File: config.mk
export PLATFORM = sky130hd
export DESIGN_NAME = gjc_codec
export DESIGN_NICKNAME = d
export VERILOG_FILES = /design/src/core/gjc_pkg.sv /design/src/core/gjc_codec.sv
export SDC_FILE = /design/constraint.sdc
export NUM_CORES = 1
export LEC_CHECK = 0
export ABC_AREA = 1
export BUFFER_PORTS_ARGS = -buffer_cell sky130_fd_sc_hd__buf_2
export CORE_AREA = 2 2 181 183
export CTS_BUF_LIST = sky130_fd_sc_hd__clkbuf_4 sky130_fd_sc_hd__clkbuf_8
export CTS_CLUSTER_SIZE = 12
export DETAILED_ROUTE_END_ITERATION = 10
export DIE_AREA = 0 0 183 185
export HOLD_SLACK_MARGIN = 0.12
export PLACE_DENSITY = 0.78
export SLEW_MARGIN = 20
export SYNTH_ARGS = -nofsm -noshare
export SYNTH_HDL_FRONTEND = slang
export SYNTH_SLANG_ARGS = --single-unit
File: constraint.sdc
create_clock -name pclk -period 9 [get_ports pclk]
set_input_delay 0.45 -clock pclk [delete_from_list [all_inputs] [get_ports pclk]]
set_output_delay 0.45 -clock pclk [all_outputs]
set_load 0.01 [all_outputs]
File: src/core/gjc_pkg.sv
`default_nettype none
package gjc_pkg;
  // ************************************************************
  // Register map (word offsets as byte addresses)
  // ************************************************************
  localparam logic [7:0] GJC_CTRL_OFS = 8'h00;
  localparam logic [7:0] GJC_TX_CNT_OFS = 8'h04;
  localparam logic [7:0] GJC_TX_PHASE_OFS = 8'h08;
  localparam logic [7:0] GJC_TX_OCT_LO_OFS = 8'h0C;
  localparam logic [7:0] GJC_TX_OCT_HI_OFS = 8'h10;
  localparam logic [7:0] GJC_RX_OCT_LO_OFS = 8'h14;
  localparam logic [7:0] GJC_RX_OCT_HI_OFS = 8'h18;
  localparam logic [7:0] GJC_RX_CNT_OFS = 8'h1C;
  localparam logic [7:0] GJC_RX_PHASE_OFS = 8'h20;
  localparam logic [7:0] GJC_STATUS_OFS = 8'h24;
  localparam logic [7:0] GJC_PSIZE_OFS = 8'h28;
  // ************************************************************
  // Field positions and reset values
  // ************************************************************
  localparam int GJC_CTRL_KORDER_BIT = 0;
  localparam int GJC_CTRL_TX_GO_BIT = 1;
  localparam int GJC_CTRL_RX_GO_BIT = 2;
  localparam int GJC_CTRL_FSTART_BIT = 3;
  localparam int GJC_ST_SYNC_BIT = 0;
  localparam int GJC_ST_CNT_ERR_BIT = 1;
  localparam int GJC_ST_PH_ERR_BIT = 2;
  localparam int GJC_ST_CLAMP_BIT = 3;
  localparam logic [9:0] GJC_PSIZE_RST = 10'h3B8;
  localparam logic [9:0] GJC_ONE = 10'h001;
  localparam logic [9:0] GJC_TWO = 10'h002;
  // Inversion masks, C1 is bit 9 and C10 is bit 0
  localparam logic [9:0] GJC_MASK_P1 = 10'h2AA;
  localparam logic [9:0] GJC_MASK_M1 = 10'h259;
  localparam logic [9:0] GJC_MASK_P2 = 10'h165;
  localparam logic [9:0] GJC_MASK_M2 = 10'h196;
  // Generator taps below the top degree
  localparam logic [5:0] GJC_G6 = 6'h0D;
  localparam logic [4:0] GJC_G5 = 5'h03;
  localparam logic [8:0] GJC_G9 = 9'h00D;
  typedef enum logic [1:0] {
    GJC_SINK_HUNT = 2'b00,
    GJC_SINK_ARM = 2'b01,
    GJC_SINK_SYNC = 2'b11
  } gjc_sink_t;
  typedef struct packed {
    logic [7:0] oct1;
    logic [7:0] oct2;
    logic [7:0] oct3;
    logic [7:0] oct4;
    logic [7:0] oct5;
    logic [7:0] oct6;
  } gjc_octets_t;
endpackage
`default_nettype wire

File: src/core/gjc_codec.sv
`default_nettype none
module gjc_codec (
  input wire logic pclk, // Server frame clock
  input wire logic presetn, // Async reset, active low
  input wire logic psel, // APB select
  input wire logic penable, // APB enable
  input wire logic pwrite, // APB direction
  input wire logic [7:0] paddr, // APB byte address
  input wire logic [31:0] pwdata, // APB write data
  output logic [31:0] prdata, // APB read data
  output logic pready, // APB ready, always high
  output logic pslverr, // APB error on unmapped address
  input wire logic pos_valid, // Payload position strobe
  output logic map_read_en, // Mapper buffer read strobe
  output logic demap_write_en, // De-mapper buffer write strobe
  output gjc_pkg::gjc_octets_t tx_octets, // Mapper octets to send
  output logic sink_synced // Sink count trusted
);
  import gjc_pkg::*;

  // ************************************************************
  // CRC helpers
  // ************************************************************
  function automatic logic [8:0] crc_div(input logic [26:0] msg, input int len,
                                         input int deg, input logic [8:0] taps);
    logic [8:0] r;
    logic fb;
    r = '0;
    for (int i = 26; i >= 0; i--) begin
      if (i < len) begin
        fb = msg[i] ^ r[deg-1];
        // Bits above the degree never feed back and are masked below
        r = {r[7:0], 1'b0};
        if (fb) begin
          r = r ^ taps;
        end
      end
    end
    for (int j = 8; j >= 0; j--) begin
      if (j >= deg) begin
        r[j] = 1'b0;
      end
    end
    return r;
  endfunction

  // ************************************************************
  // Registers
  // ************************************************************
  logic [3:0] ctrl_r;
  logic [9:0] tx_cnt_r;
  logic [17:0] tx_phase_r;
  logic [9:0] psize_r;
  logic [23:0] rx_lo_r;
  logic [23:0] rx_hi_r;
  logic [9:0] rx_cnt_r;
  logic [17:0] rx_phase_r;
  logic [3:0] status_r;
  logic [9:0] prev_cnt_r;
  logic [9:0] map_cnt_r;
  logic [17:0] psum_r;
  logic [9:0] map_acc_r;
  logic [9:0] dem_acc_r;
  gjc_sink_t sink_r;
  logic [9:0] pred_r;
  logic [9:0] hunt_mask_r;
  logic [9:0] hunt_step_r;
  logic hunt_up_r;
  logic acc_ok;
  logic wr_en;
  logic rd_en;
  logic tx_go;
  logic rx_go;
  logic fstart;

  assign acc_ok = psel & penable;
  assign wr_en = acc_ok & pwrite;
  assign rd_en = acc_ok & ~pwrite;
  assign pready = 1'b1;
  assign tx_go = wr_en && paddr == GJC_CTRL_OFS && pwdata[GJC_CTRL_TX_GO_BIT];
  assign rx_go = wr_en && paddr == GJC_CTRL_OFS && pwdata[GJC_CTRL_RX_GO_BIT];
  assign fstart = wr_en && paddr == GJC_CTRL_OFS && pwdata[GJC_CTRL_FSTART_BIT];

  // Mode and configuration writes
  always_ff @(posedge pclk or negedge presetn) begin
    if (!presetn) begin
      ctrl_r <= '0;
      tx_cnt_r <= '0;
      tx_phase_r <= '0;
      psize_r <= GJC_PSIZE_RST;
      rx_lo_r <= '0;
      rx_hi_r <= '0;
    end else if (wr_en) begin
      case (paddr)
        GJC_CTRL_OFS: ctrl_r <= {3'b000, pwdata[GJC_CTRL_KORDER_BIT]};
        GJC_TX_CNT_OFS: tx_cnt_r <= pwdata[9:0];
        GJC_TX_PHASE_OFS: tx_phase_r <= pwdata[17:0];
        GJC_PSIZE_OFS: psize_r <= pwdata[9:0];
        GJC_RX_OCT_LO_OFS: rx_lo_r <= pwdata[23:0];
        GJC_RX_OCT_HI_OFS: rx_hi_r <= pwdata[23:0];
        default: ctrl_r <= ctrl_r;
      endcase
    end
  end

  // ************************************************************
  // Mapper count and phase
  // ************************************************************
  logic korder;
  logic [9:0] step_cnt;
  logic [10:0] step_wide;
  logic [17:0] psum_add;
  logic [17:0] step_ph;
  logic bump;
  logic [9:0] cnt_sel;
  logic [9:0] cnt_lim;
  logic clamp;
  logic [17:0] ph_out;

  assign korder = ctrl_r[GJC_CTRL_KORDER_BIT];
  // Phase step is the payload size in fine units, from software
  assign step_ph = {8'h00, psize_r};
  assign psum_add = psum_r + tx_phase_r;
  assign bump = psum_add >= step_ph;
  assign step_wide = {1'b0, tx_cnt_r} + {10'h000, bump};
  assign step_cnt = step_wide[9:0];
  // count clamp, on the wide sum so a full count plus a bump cannot wrap
  assign clamp = step_wide > {1'b0, psize_r};
  assign cnt_lim = clamp ? psize_r : step_cnt;
  assign cnt_sel = cnt_lim;
  assign ph_out = bump ? psum_add - step_ph : psum_add;

  always_ff @(posedge pclk or negedge presetn) begin
    if (!presetn) begin
      prev_cnt_r <= '0;
      map_cnt_r <= '0;
      psum_r <= '0;
    end else if (tx_go) begin
      prev_cnt_r <= cnt_sel;
      map_cnt_r <= cnt_sel;
      psum_r <= ph_out;
    end
  end

  logic [9:0] enc_cnt;
  logic inc_f;
  logic dec_f;
  always_comb begin
    enc_cnt = cnt_sel;
    inc_f = 1'b0;
    dec_f = 1'b0;
    if (cnt_sel == prev_cnt_r + GJC_TWO) begin
      enc_cnt = cnt_sel ^ GJC_MASK_P2;
      inc_f = 1'b1;
    end else if (cnt_sel == prev_cnt_r + GJC_ONE) begin
      enc_cnt = cnt_sel ^ GJC_MASK_P1;
      inc_f = 1'b1;
    end else if (cnt_sel == prev_cnt_r - GJC_ONE) begin
      enc_cnt = cnt_sel ^ GJC_MASK_M1;
      dec_f = 1'b1;
    end else if (cnt_sel == prev_cnt_r - GJC_TWO) begin
      enc_cnt = cnt_sel ^ GJC_MASK_M2;
      dec_f = 1'b1;
    end else if (cnt_sel != prev_cnt_r) begin
      inc_f = 1'b1;
      dec_f = 1'b1;
    end
  end

  logic [11:0] cnt_bits;
  logic [5:0] crc6_tx;
  logic [9:0] d10;
  logic [4:0] crc5_tx;
  logic [8:0] crc9_tx;
  logic [8:0] crc6_full;
  logic [8:0] crc5_full;
  assign cnt_bits = {enc_cnt, inc_f, dec_f};
  // The divider already shifts in the degree's zeros, so only the message goes in
  assign crc6_full = crc_div({15'h0000, cnt_bits}, 12, 6, {3'b000, GJC_G6});
  assign crc6_tx = crc6_full[5:0];
  assign d10 = ph_out[9:0];
  assign crc5_full = crc_div({17'h00000, d10}, 10, 5, {4'h0, GJC_G5});
  assign crc5_tx = crc5_full[4:0];
  assign crc9_tx = crc_div({9'h000, ph_out}, 18, 9, GJC_G9);

  always_ff @(posedge pclk or negedge presetn) begin
    if (!presetn) begin
      tx_octets <= '0;
    end else if (tx_go) begin
      tx_octets.oct1 <= korder ? {2'b00, cnt_bits[11:6]} : {ph_out[10:9], cnt_bits[11:6]};
      tx_octets.oct2 <= korder ? {2'b00, cnt_bits[5:0]} : {ph_out[1:0], cnt_bits[5:0]};
      tx_octets.oct3 <= korder ? {2'b00, crc6_tx} : {crc9_tx[1:0], crc6_tx};
      // Cn phase placement
      // Octet bit 1 is the MSB, so bits 2-8 are the low seven
      tx_octets.oct4 <= korder ? {3'b000, d10[9:5]} : {1'b0, ph_out[17:11]};
      tx_octets.oct5 <= korder ? {3'b000, d10[4:0]} : {1'b0, ph_out[8:2]};
      tx_octets.oct6 <= korder ? {3'b000, crc5_tx} : {1'b0, crc9_tx[8:2]};
    end
  end

  // ************************************************************
  // De-mapper sink
  // ************************************************************
  logic [7:0] r1, r2, r3, r4, r5, r6;
  logic [9:0] rx_c;
  logic rx_i;
  logic rx_d;
  logic [8:0] chk6;
  logic [8:0] chk5;
  logic [8:0] chk9;
  logic cnt_ok;
  logic ph_ok;
  logic [17:0] rx_ph;
  assign {r1, r2, r3} = rx_lo_r;
  assign {r4, r5, r6} = rx_hi_r;
  assign {rx_c, rx_i, rx_d} = {r1[5:0], r2[5:0]};
  assign chk6 = crc_div({9'h000, r1[5:0], r2[5:0], r3[5:0]}, 18, 6, {3'b000, GJC_G6});
  assign cnt_ok = chk6 == 9'h000;
  assign chk5 = crc_div({12'h000, r4[4:0], r5[4:0], r6[4:0]}, 15, 5, {4'h0, GJC_G5});
  assign chk9 = crc_div({r4[6:0], r1[7:6], r5[6:0], r2[7:6], r6[6:0], r3[7:6]},
                        27, 9, GJC_G9);
  assign ph_ok = korder ? chk5 == 9'h000 : chk9 == 9'h000;
  assign rx_ph = korder ? {8'h00, r4[4:0], r5[4:0]} :
                 {r4[6:0], r1[7:6], r5[6:0], r2[7:6]};

  // hunt mask from the increment flag and LSB
  logic [9:0] h_mask;
  logic [9:0] h_step;
  always_comb begin
    h_mask = GJC_MASK_M1;
    h_step = GJC_ONE;
    if (rx_i) begin
      h_mask = (rx_c[0] ^ GJC_MASK_P1[0]) ? GJC_MASK_P2 : GJC_MASK_P1;
      h_step = (rx_c[0] ^ GJC_MASK_P1[0]) ? GJC_TWO : GJC_ONE;
    end else begin
      h_mask = (rx_c[0] ^ GJC_MASK_M1[0]) ? GJC_MASK_M2 : GJC_MASK_M1;
      h_step = (rx_c[0] ^ GJC_MASK_M1[0]) ? GJC_TWO : GJC_ONE;
    end
  end

  logic [9:0] dec_cnt;
  logic [9:0] dec_nxt;
  assign dec_cnt = rx_c ^ hunt_mask_r;
  assign dec_nxt = hunt_up_r ? dec_cnt + hunt_step_r : dec_cnt - hunt_step_r;

  always_ff @(posedge pclk or negedge presetn) begin
    if (!presetn) begin
      sink_r <= GJC_SINK_HUNT;
      pred_r <= '0;
      hunt_mask_r <= '0;
      hunt_step_r <= '0;
      hunt_up_r <= 1'b0;
      rx_cnt_r <= '0;
    end else if (rx_go && cnt_ok) begin
      case (sink_r)
        GJC_SINK_HUNT: begin
          if (rx_i != rx_d) begin
            hunt_mask_r <= h_mask;
            hunt_step_r <= h_step;
            hunt_up_r <= rx_i;
            sink_r <= GJC_SINK_ARM;
          end else if (!rx_i) begin
            pred_r <= rx_c;
          end
        end
        GJC_SINK_ARM: begin
          rx_cnt_r <= dec_nxt;
          pred_r <= dec_nxt;
          sink_r <= GJC_SINK_SYNC;
        end
        GJC_SINK_SYNC: begin
          if (rx_i & rx_d) begin
            rx_cnt_r <= rx_c;
          end else if (rx_i | rx_d) begin
            rx_cnt_r <= rx_c ^ h_mask;
          end
        end
        default: sink_r <= GJC_SINK_HUNT;
      endcase
    end
  end
  assign sink_synced = sink_r == GJC_SINK_SYNC;

  always_ff @(posedge pclk or negedge presetn) begin
    if (!presetn) begin
      rx_phase_r <= '0;
    end else if (rx_go && ph_ok) begin
      rx_phase_r <= rx_ph;
    end
  end

  // sticky errors, set wins over read-clear
  logic st_rd;
  assign st_rd = rd_en && paddr == GJC_STATUS_OFS;
  always_ff @(posedge pclk or negedge presetn) begin
    if (!presetn) begin
      status_r <= '0;
    end else begin
      status_r[GJC_ST_SYNC_BIT] <= sink_synced;
      status_r[GJC_ST_CNT_ERR_BIT] <= (rx_go & ~cnt_ok) |
                                      (status_r[GJC_ST_CNT_ERR_BIT] & ~st_rd);
      status_r[GJC_ST_PH_ERR_BIT] <= (rx_go & ~ph_ok) |
                                     (status_r[GJC_ST_PH_ERR_BIT] & ~st_rd);
      status_r[GJC_ST_CLAMP_BIT] <= (tx_go & clamp) |
                                    (status_r[GJC_ST_CLAMP_BIT] & ~st_rd);
    end
  end

  // ************************************************************
  // Sigma-delta accumulators
  // ************************************************************
  logic [10:0] map_sum;
  logic [10:0] dem_sum;
  assign map_sum = {1'b0, map_acc_r} + {1'b0, map_cnt_r};
  assign dem_sum = {1'b0, dem_acc_r} + {1'b0, rx_cnt_r};

  // identical data/stuff decisions at both ends, with demap_write_en also gated by sink_synced
  always_ff @(posedge pclk or negedge presetn) begin
    if (!presetn) begin
      map_acc_r <= '0;
      dem_acc_r <= '0;
      map_read_en <= 1'b0;
      demap_write_en <= 1'b0;
    end else if (fstart) begin
      map_acc_r <= '0;
      dem_acc_r <= '0;
      map_read_en <= 1'b0;
      demap_write_en <= 1'b0;
    end else begin
      map_read_en <= pos_valid && map_sum >= {1'b0, psize_r};
      demap_write_en <= pos_valid && sink_synced && dem_sum >= {1'b0, psize_r};
      if (pos_valid) begin
        map_acc_r <= map_sum >= {1'b0, psize_r} ? 10'(map_sum - {1'b0, psize_r}) : map_sum[9:0];
        dem_acc_r <= dem_sum >= {1'b0, psize_r} ? 10'(dem_sum - {1'b0, psize_r}) : dem_sum[9:0];
      end
    end
  end

  // ************************************************************
  // APB read path
  // ************************************************************
  always_comb begin
    prdata = '0;
    pslverr = 1'b0;
    case (paddr)
      GJC_CTRL_OFS: prdata = {28'h0000000, ctrl_r};
      GJC_TX_CNT_OFS: prdata = {22'h000000, tx_cnt_r};
      GJC_TX_PHASE_OFS: prdata = {14'h0000, tx_phase_r};
      GJC_TX_OCT_LO_OFS: prdata = {8'h00, tx_octets.oct1, tx_octets.oct2, tx_octets.oct3};
      GJC_TX_OCT_HI_OFS: prdata = {8'h00, tx_octets.oct4, tx_octets.oct5, tx_octets.oct6};
      GJC_RX_OCT_LO_OFS: prdata = {8'h00, rx_lo_r};
      GJC_RX_OCT_HI_OFS: prdata = {8'h00, rx_hi_r};
      GJC_RX_CNT_OFS: prdata = {22'h000000, rx_cnt_r};
      GJC_RX_PHASE_OFS: prdata = {14'h0000, rx_phase_r};
      GJC_STATUS_OFS: prdata = {28'h0000000, status_r};
      GJC_PSIZE_OFS: prdata = {22'h000000, psize_r};
      default: pslverr = acc_ok;
    endcase
  end

  // ************************************************************
  // Checks
  // ************************************************************
  property p_clamp;
    @(posedge pclk) disable iff (!presetn) tx_go |=> map_cnt_r <= psize_r;
  endproperty
  a_clamp: assert property (p_clamp) else $error("count above payload");
  property p_fstart;
    @(posedge pclk) disable iff (!presetn) fstart |=> map_acc_r == 10'h000 && !map_read_en;
  endproperty
  a_fstart: assert property (p_fstart) else $error("accumulator not cleared");
  property p_acc;
    @(posedge pclk) disable iff (!presetn) map_acc_r < psize_r || $past(fstart) || $past(tx_go);
  endproperty
  a_acc: assert property (p_acc) else $error("accumulator overrange");
  property p_cnt_err;
    @(posedge pclk) disable iff (!presetn) rx_go && !cnt_ok |=> status_r[GJC_ST_CNT_ERR_BIT];
  endproperty
  a_cnt_err: assert property (p_cnt_err) else $error("count error not flagged");
  property p_ph_keep;
    @(posedge pclk) disable iff (!presetn) rx_go && !ph_ok |=> $stable(rx_phase_r);
  endproperty
  a_ph_keep: assert property (p_ph_keep) else $error("bad phase taken");
  property p_crc6;
    @(posedge pclk) disable iff (!presetn)
      tx_go |=> crc_div({9'h000, tx_octets.oct1[5:0], tx_octets.oct2[5:0],
                         tx_octets.oct3[5:0]}, 18, 6, {3'b000, GJC_G6}) == 9'h000;
  endproperty
  a_crc6: assert property (p_crc6) else $error("sent crc6 inconsistent");
  property p_flags;
    @(posedge pclk) disable iff (!presetn)
      tx_go && cnt_sel == prev_cnt_r |=> !tx_octets.oct2[1] && !tx_octets.oct2[0];
  endproperty
  a_flags: assert property (p_flags) else $error("flags set on no change");
  property p_sync;
    @(posedge pclk) disable iff (!presetn)
      sink_r == GJC_SINK_ARM && rx_go && cnt_ok |=> sink_synced;
  endproperty
  a_sync: assert property (p_sync) else $error("sink failed to sync");
endmodule
`default_nettype wire

After elaboration in Yosys (flattened, before gate mapping)
Index checks and enable logic that the tools add are counted.
{ "totals": {"register_bits": 240, "word_cells": 447, "inputBits": 46, "out_inout_bits": 85} }
{ "op_classes": {"magnitude_cmp": 4, "n_eq_ne": 20, "reduce_logical": 27, "n_addsub": 13, "bitwise": 213, "n_mux": 145} }
{ "op_table": {"columns": ["operator", "n"], "rows": [
  ["two-way mux 4 bit", 75],
  ["case mux 24 bit (11 select lines)", 1],
  ["NOT 3 bit", 71],
  ["two-way mux 10 bit", 16],
  ["XOR 1 bit", 74],
  ["two-way mux 2 bit", 29],
  ["NOT 2 bit", 23],
  ["equality test 10 bit", 4],
  ["two-way mux 18 bit", 2],
  ["equality test 8 x 5 -> 1 bit, second input constant", 4],
  ["subtractor 10 bit", 3],
  ["zero test 9 bit", 3],
  ["equality test 8 x 6 -> 1 bit, second input constant", 3],
  ["two-way mux 8 bit", 3],
  ["adder 10 x 10 -> 11 bit", 2],
  ["greater-or-equal comparator 11 x 10 -> 1 bit", 2],
  ["two-way mux 7 bit", 3],
  ["NOT 5 bit", 4],
  ["case mux 10 bit (2 select lines)", 1],
  ["XOR 1 bit, second input constant", 20],
  ["XOR 10 bit", 2],
  ["adder 18 bit", 1],
  ["greater-or-equal comparator 18 x 10 -> 1 bit", 1],
  ["subtractor 18 x 10 -> 18 bit", 1],
  ["28 further kinds", 74]
]} }

Depth between registers and ports, before layout
{ "logic_depth": {"ltp_word": 58, "mapped_depth": 58, "mapped_depth_nobuf": 57} }

Least setup slack after synthesis
Ideal clock, no wire load.
{ "synth_timing": {"kind": "register to register", "from": "register tx_phase_r[0]", "to": "register tx_octets[28] (netlist bit)", "slack_ns": 2.712, "synth_period_minus_slack_ns": 6.288, "path_stages_with_launch": 46, "setup_ns": 0.117, "required_time_ns": 8.883, "n_path_buf": 2, "arrival_ns": 6.171, "cell_sequence": "dfrtp_1 > ha_1 > fa_1 > inv_1 > fa_1 > o21ai_0 > a21oi_1 > nor2_1 > inv_1 > nand2_4 > inv_2 > nand3_4 > buf_6 > ha_1 > ha_1 > nand3_2 > nor2_4 > xor2_1 > [10 not listed] > nor2_1 > nand2_1 > nor2_1 > nand2_2 > nand2_2 > nand2_1 > nand2_2 > nand2_4 > nand2_4 > nand2_1 > nand2_2 > nand3_2 > nand2_1 > nand2_1 > nand2_1 > nand2_1 > nand3_1 > nand2_1"} }
{ "synth_between": {"elab_chain_len": 25, "word_cells_on_any_way": 53, "cone_classes": "add/sub: 2; order compare: 2; eq/ne: 5; mux: 22; bitwise: 22"} }
{ "synth_lines": {"columns": ["element", "line_no", "source"], "rows": [
  ["from (decl)", "gjc_codec.sv:52", "logic [17:0] tx_phase_r;"],
  ["from (signal assigned)", "gjc_codec.sv:97", "GJC_TX_PHASE_OFS: tx_phase_r <= pwdata[17:0];"],
  ["adder 18 bit (*)", "gjc_codec.sv:123", "assign psum_add = psum_r + tx_phase_r;"],
  ["greater-or-equal comparator 18 x 10 -> 1 bit (*)", "gjc_codec.sv:124", "assign bump = psum_add >= step_ph;"],
  ["adder 10 x 1 -> 11 bit (*)", "gjc_codec.sv:125", "assign step_wide = {1'b0, tx_cnt_r} + {10'h000, bump};"],
  ["> comparator 11 x 10 -> 1 bit", "gjc_codec.sv:128", "assign clamp = step_wide > {1'b0, psize_r};"],
  ["two-way mux 10 bit (*)", "gjc_codec.sv:129", "assign cnt_lim = clamp ? psize_r : step_cnt;"],
  ["equality test 10 bit / NOT 5 bit (equally long branches)", null, null],
  ["two-way mux 9 bit", "gjc_codec.sv:161", "end else if (cnt_sel == prev_cnt_r - GJC_TWO) begin"],
  ["two-way mux 10 bit", "gjc_codec.sv:158", "end else if (cnt_sel == prev_cnt_r - GJC_ONE) begin"],
  ["[8 not listed]", null, null],
  ["two-way mux 4 bit", "gjc_codec.sv:34", "if (fb) begin"],
  ["XOR 1 bit", "gjc_codec.sv:31", "fb = msg[i] ^ r[deg-1];"],
  ["two-way mux 4 bit (2 in series)", "gjc_codec.sv:34", null],
  ["NOT 3 bit (no source line)", null, null],
  ["two-way mux 4 bit", "gjc_codec.sv:34", null],
  ["NOT 3 bit (no source line)", null, null],
  ["two-way mux 4 bit (*)", "gjc_codec.sv:34", null],
  ["two-way mux 8 bit (*)", "gjc_codec.sv:192", "tx_octets.oct3 <= korder ? {2'b00, crc6_tx} : {crc9_tx[1:0], crc6_tx};"],
  ["to (decl)", "gjc_codec.sv:16", "output gjc_pkg::gjc_octets_t tx_octets,"]
]} }
Every way passes the cells marked *; elsewhere a longest branch is shown, timed or not.
A chain may end at the register's enable or synchronous reset.

Worst setup path after layout
Same ends and word-level chain as after synthesis.

==> impl_metrics.py <==
metrics = {
    "status": {
        "status": "finished clean",
    },
    "synthesis": {
        "synth_edf_count": 0,
        "synth.ff_latch_count": 222,
        "yosys_warnings": 0,
        "async_flop_share_pct": 100,
        "synth_cell_types": 71,
        "netlist_instances": 2631,
        "synth-main-ff-cell": "dfrtp_1",
        "syn_area_per_cell_um2": 7.17,
        "synth_area_mm2": 0.0189,
        "ys_seq_area_share_pct": 29.5,
    },
    "detailed_routing": {
        "wirelength_um": 62400,
        "wl_met1_um": 26200,
        "wl_met3_um": 4890,
        "top_layer_used": "met4",
        "ant_nets": 0,
        "vias_per_cell": 5.83,
        "dr.pass1.iters": 6,
        "initialDrtViolationCount": 1662,
        "drc": 0,
        "dr_wl_met2_um": 27700,
        "num_vias": 18400,
        "wl_per_cell_um": 19.8,
    },
    "finish": {
        "postLayoutCoreUtil_pct": 64.5,
        "stdcell_count": 3160,
        "drive_gt1_share_pct": 12.4,
        "area_growth_pct": 9.52,
        "fin_nets": 2871,
        "num_antenna_cells": 0,
        "finalInstanceArea_mm2": 0.0207,
    },
    "die": {
        "pin_count": 131,
        "fp.dieH_um": 185,
        "fp-row-count": 66,
        "die_w_um": 183,
        "die-area_mm2": 0.0339,
        "start_util_pct": 58.9,
        "core_area_mm2": 0.0320,
    },
    "placed_design": {
        "gp_congestion": 1.11,
        "dp_slack_ns": 1.25,
        "detailed_place_hpwl_um": 47700,
        "dp.cells": 3077,
        "place_area_mm2": 0.0196,
        "io_buffers": 110,
    },
    "worst_setup_path": {
        "cp.arrival_ns": 8.43,
        "worstSetupEndpointType": "flip-flop",
        "start_kind": "flip-flop",
        "required_ns": 9.50,
        "cp_slowest_stage_delay_ns": 0.48,
        "crit_slowest_cell": "fa_1",
        "crit_type": "flip-flop to flip-flop",
        "crit_path_frequent_cell": "nand2_1",
        "cp_max_fo": 18,
    },
    "timing": {
        "fin_setup_tns_ns": 0,
        "fmax_ghz": 0.126,
        "final.setup.worst_slack_ns": 1.07,
        "period_needed_ns": 7.93,
        "rsz0062_at_grt": "false",
        "setup_viol_count_final": 0,
        "fin_skew_ns": 0.0416,
        "relSlewSlack_pct": 28.3,
        "min_period_over_period_pct": 88.1,
        "maxSlewViolCount": 0,
        "finalHoldViolCount": 0,
        "worst_slew_pin_slew_ns": 1.08,
    },
    "cts": {
        "numCtsBuffers": 42,
        "htree_levels": 2,
        "cts_tree": "built",
        "cts.repair.resized": 0,
        "root_buffer": "clkbuf_8",
        "clkSinkCount": 222,
        "cts_buffer_depth": 3,
        "clk_latency_ns": 0.62,
        "path_clk_slew_ns": 0.06,
    },
    "power": {
        "irDropWorstVdd_uv": 162,
        "powerDensity_mw_per_mm2": 211,
        "p_leak_nw": 10.9,
    },
    "global_routing": {
        "grt_pass1_vias": 17500,
        "grt_usage_pct": 37.1,
        "grt_pass1_wl_um": 96800,
        "grt_max_degree": 95,
        "antenna_found_initial": 0,
        "overflow": 0,
    },
    "min_path": {
        "hold_path_class": "input pin to flip-flop",
    },
    "run": {
        "maxCapViolCount": 0,
    },
}
## cells by family after synthesis
group                      Yosys count  synth area share, %
muxes                                5                0.265
other                                2               0.0398
AOI/OAI and AO/OA                  452                 14.3
and+or+nand+nor                   1181                 27.9
adders and majority gates          103                 7.11
buffers and inverters              433                 9.28
DFF                                222                 29.5
xor gates and xnor gates           233                 11.6
## cells in the final DEF (no fill, tap or decap), drive strengths merged, types with 11 or more instances in the layout
cell type,netlist,routed
dfrtp,216,216
nand3b,11,11
nor2,128,128
nand4,34,34
nand3,176,176
nor3,18,18
xnor2,84,84
xor2,146,146
o21bai,12,12
o22ai,29,29
buf,42,123
a32o,13,13
conb,2,12
clkbuf,53,61
inv,334,337
a221oi,22,22
ha,96,96
o21ai,233,233
a21oi,87,87
nand2,800,800
## through the flow
| stage | total power, mW | hold WS (ns) |
|---|---|---|
| 6_report | 4.35 | 0.155 |
| 3_5_place_dp | 3.13 | 0.476 |
| 4_1_cts | 4.33 | 0.140 |
| 5_1_grt | 4.67 | 0.171 |
| 3_3_place_gp | 3.05 | 0.468 |
| 2_1_floorplan | 2.72 | 0.154 |
## worst max-delay path, delay by kind of cell, from the launching register on
kind / cells / cell delay (ns)
AO/OA/AOI/OAI: 1 / 0.14
XOR/XNOR: 2 / 0.43
adder cells (fa/ha/maj): 6 / 1.86
buffers and inverters: 6 / 0.46
flip-flops: 1 / 0.41
AND/OR/NAND/NOR: 34 / 4.50
## sequential cells by signal, indices dropped and copies added (netlist names)
register        flops
tx_cnt_r           10
psum_r             18
rx_hi_r            24
map_read_en         1
rx_lo_r            24
tx_octets          45
map_cnt_r          10
tx_phase_r         18
psize_r            10
demap_write_en      1
sink_r              2
dem_acc_r          10
status_r            4
rx_phase_r         18
map_acc_r          10
hunt_mask_r         6
rx_cnt_r           10
ctrl_r              1
## cells in the mapped netlist, drive strengths merged, types with 2 or more instances
cell type | n | area share [%]
xor2 | 146 | 7.1
o21ai | 233 | 6.3
nor2 | 128 | 2.8
dfrtp | 216 | 29
o22ai | 29 | 0.96
a221oi | 22 | 1.0
a211oi | 2 | 0.080
conb | 2 | 0.040
nand3b | 11 | 0.44
o21bai | 12 | 0.48
a22oi | 2 | 0.080
nand3 | 176 | 5.2
clkinv | 4 | 0.080
a31oi | 4 | 0.13
xnor3 | 2 | 0.24
a21boi | 2 | 0.080
o31ai | 5 | 0.23
o2111ai | 10 | 0.46
xnor2 | 84 | 4.1
o221ai | 10 | 0.46
mux2i | 5 | 0.27
nand2 | 800 | 17
a21o | 9 | 0.36
buf | 42 | 1.5
a21oi | 87 | 2.4
clkbuf | 53 | 1.1
nor4 | 4 | 0.17
a32o | 13 | 0.69
nor3 | 18 | 0.53
ha | 96 | 6.4
nand4 | 34 | 1.2
o211ai | 5 | 0.20
or2 | 7 | 0.25
fa | 7 | 0.74
inv | 334 | 6.6
a2111oi | 2 | 0.093
dfstp | 6 | 0.84
## power breakdown
group          total [mW]  switching (mW)  leakage, nW  internal, mW
clock                1.18           0.493        0.518         0.687
combinational        2.06            1.30         7.48         0.758
sequential           1.11          0.0477         2.90          1.06
## worst paths after layout
path                                                start                         to  slack [ns]  depth (start not counted)
worst max-delay path            tx_phase_r[0]$_DFFE_PN0P_  tx_octets[28]$_DFFE_PN0P_        1.07                         49
min in group asynchronous                         presetn     rx_lo_r[0]$_DFFE_PN0P_        0.49                          2
worst min-delay path                           pwdata[14]    rx_lo_r[14]$_DFFE_PN0P_        0.16                          3
max in group asynchronous                         presetn   dem_acc_r[9]$_DFFE_PN0P_        7.12                          3
worst min register to register    rx_hi_r[15]$_DFFE_PN0P_    rx_hi_r[15]$_DFFE_PN0P_        0.49                          2
worst max register to register  tx_phase_r[0]$_DFFE_PN0P_  tx_octets[28]$_DFFE_PN0P_        1.07                         49
## layout make-up
class	instances	area (um2)
multi-input combinational	1986	11600
timing repair buffer	132	748
sequential	222	5560
tap	408	510
inverter	338	1270
clock inverter	13	183
clock buffer	61	796
fill	2872	11400
## layer usage
metal / up-vias / GRT usage [%]
li1: 8740 / -
met4: 0 / 20.4
met1: 8647 / 49.1
met3: 178 / 5.74
met2: 855 / 58.7
met5: - / 0
## what timing repair did
action                                 4_1_cts  5_1_grt
setup buffers                                0        0
endpoints found under the hold margin      106        0
hold buffers                                 9        0
No activity file was read; power rests on OpenSTA's default activity.
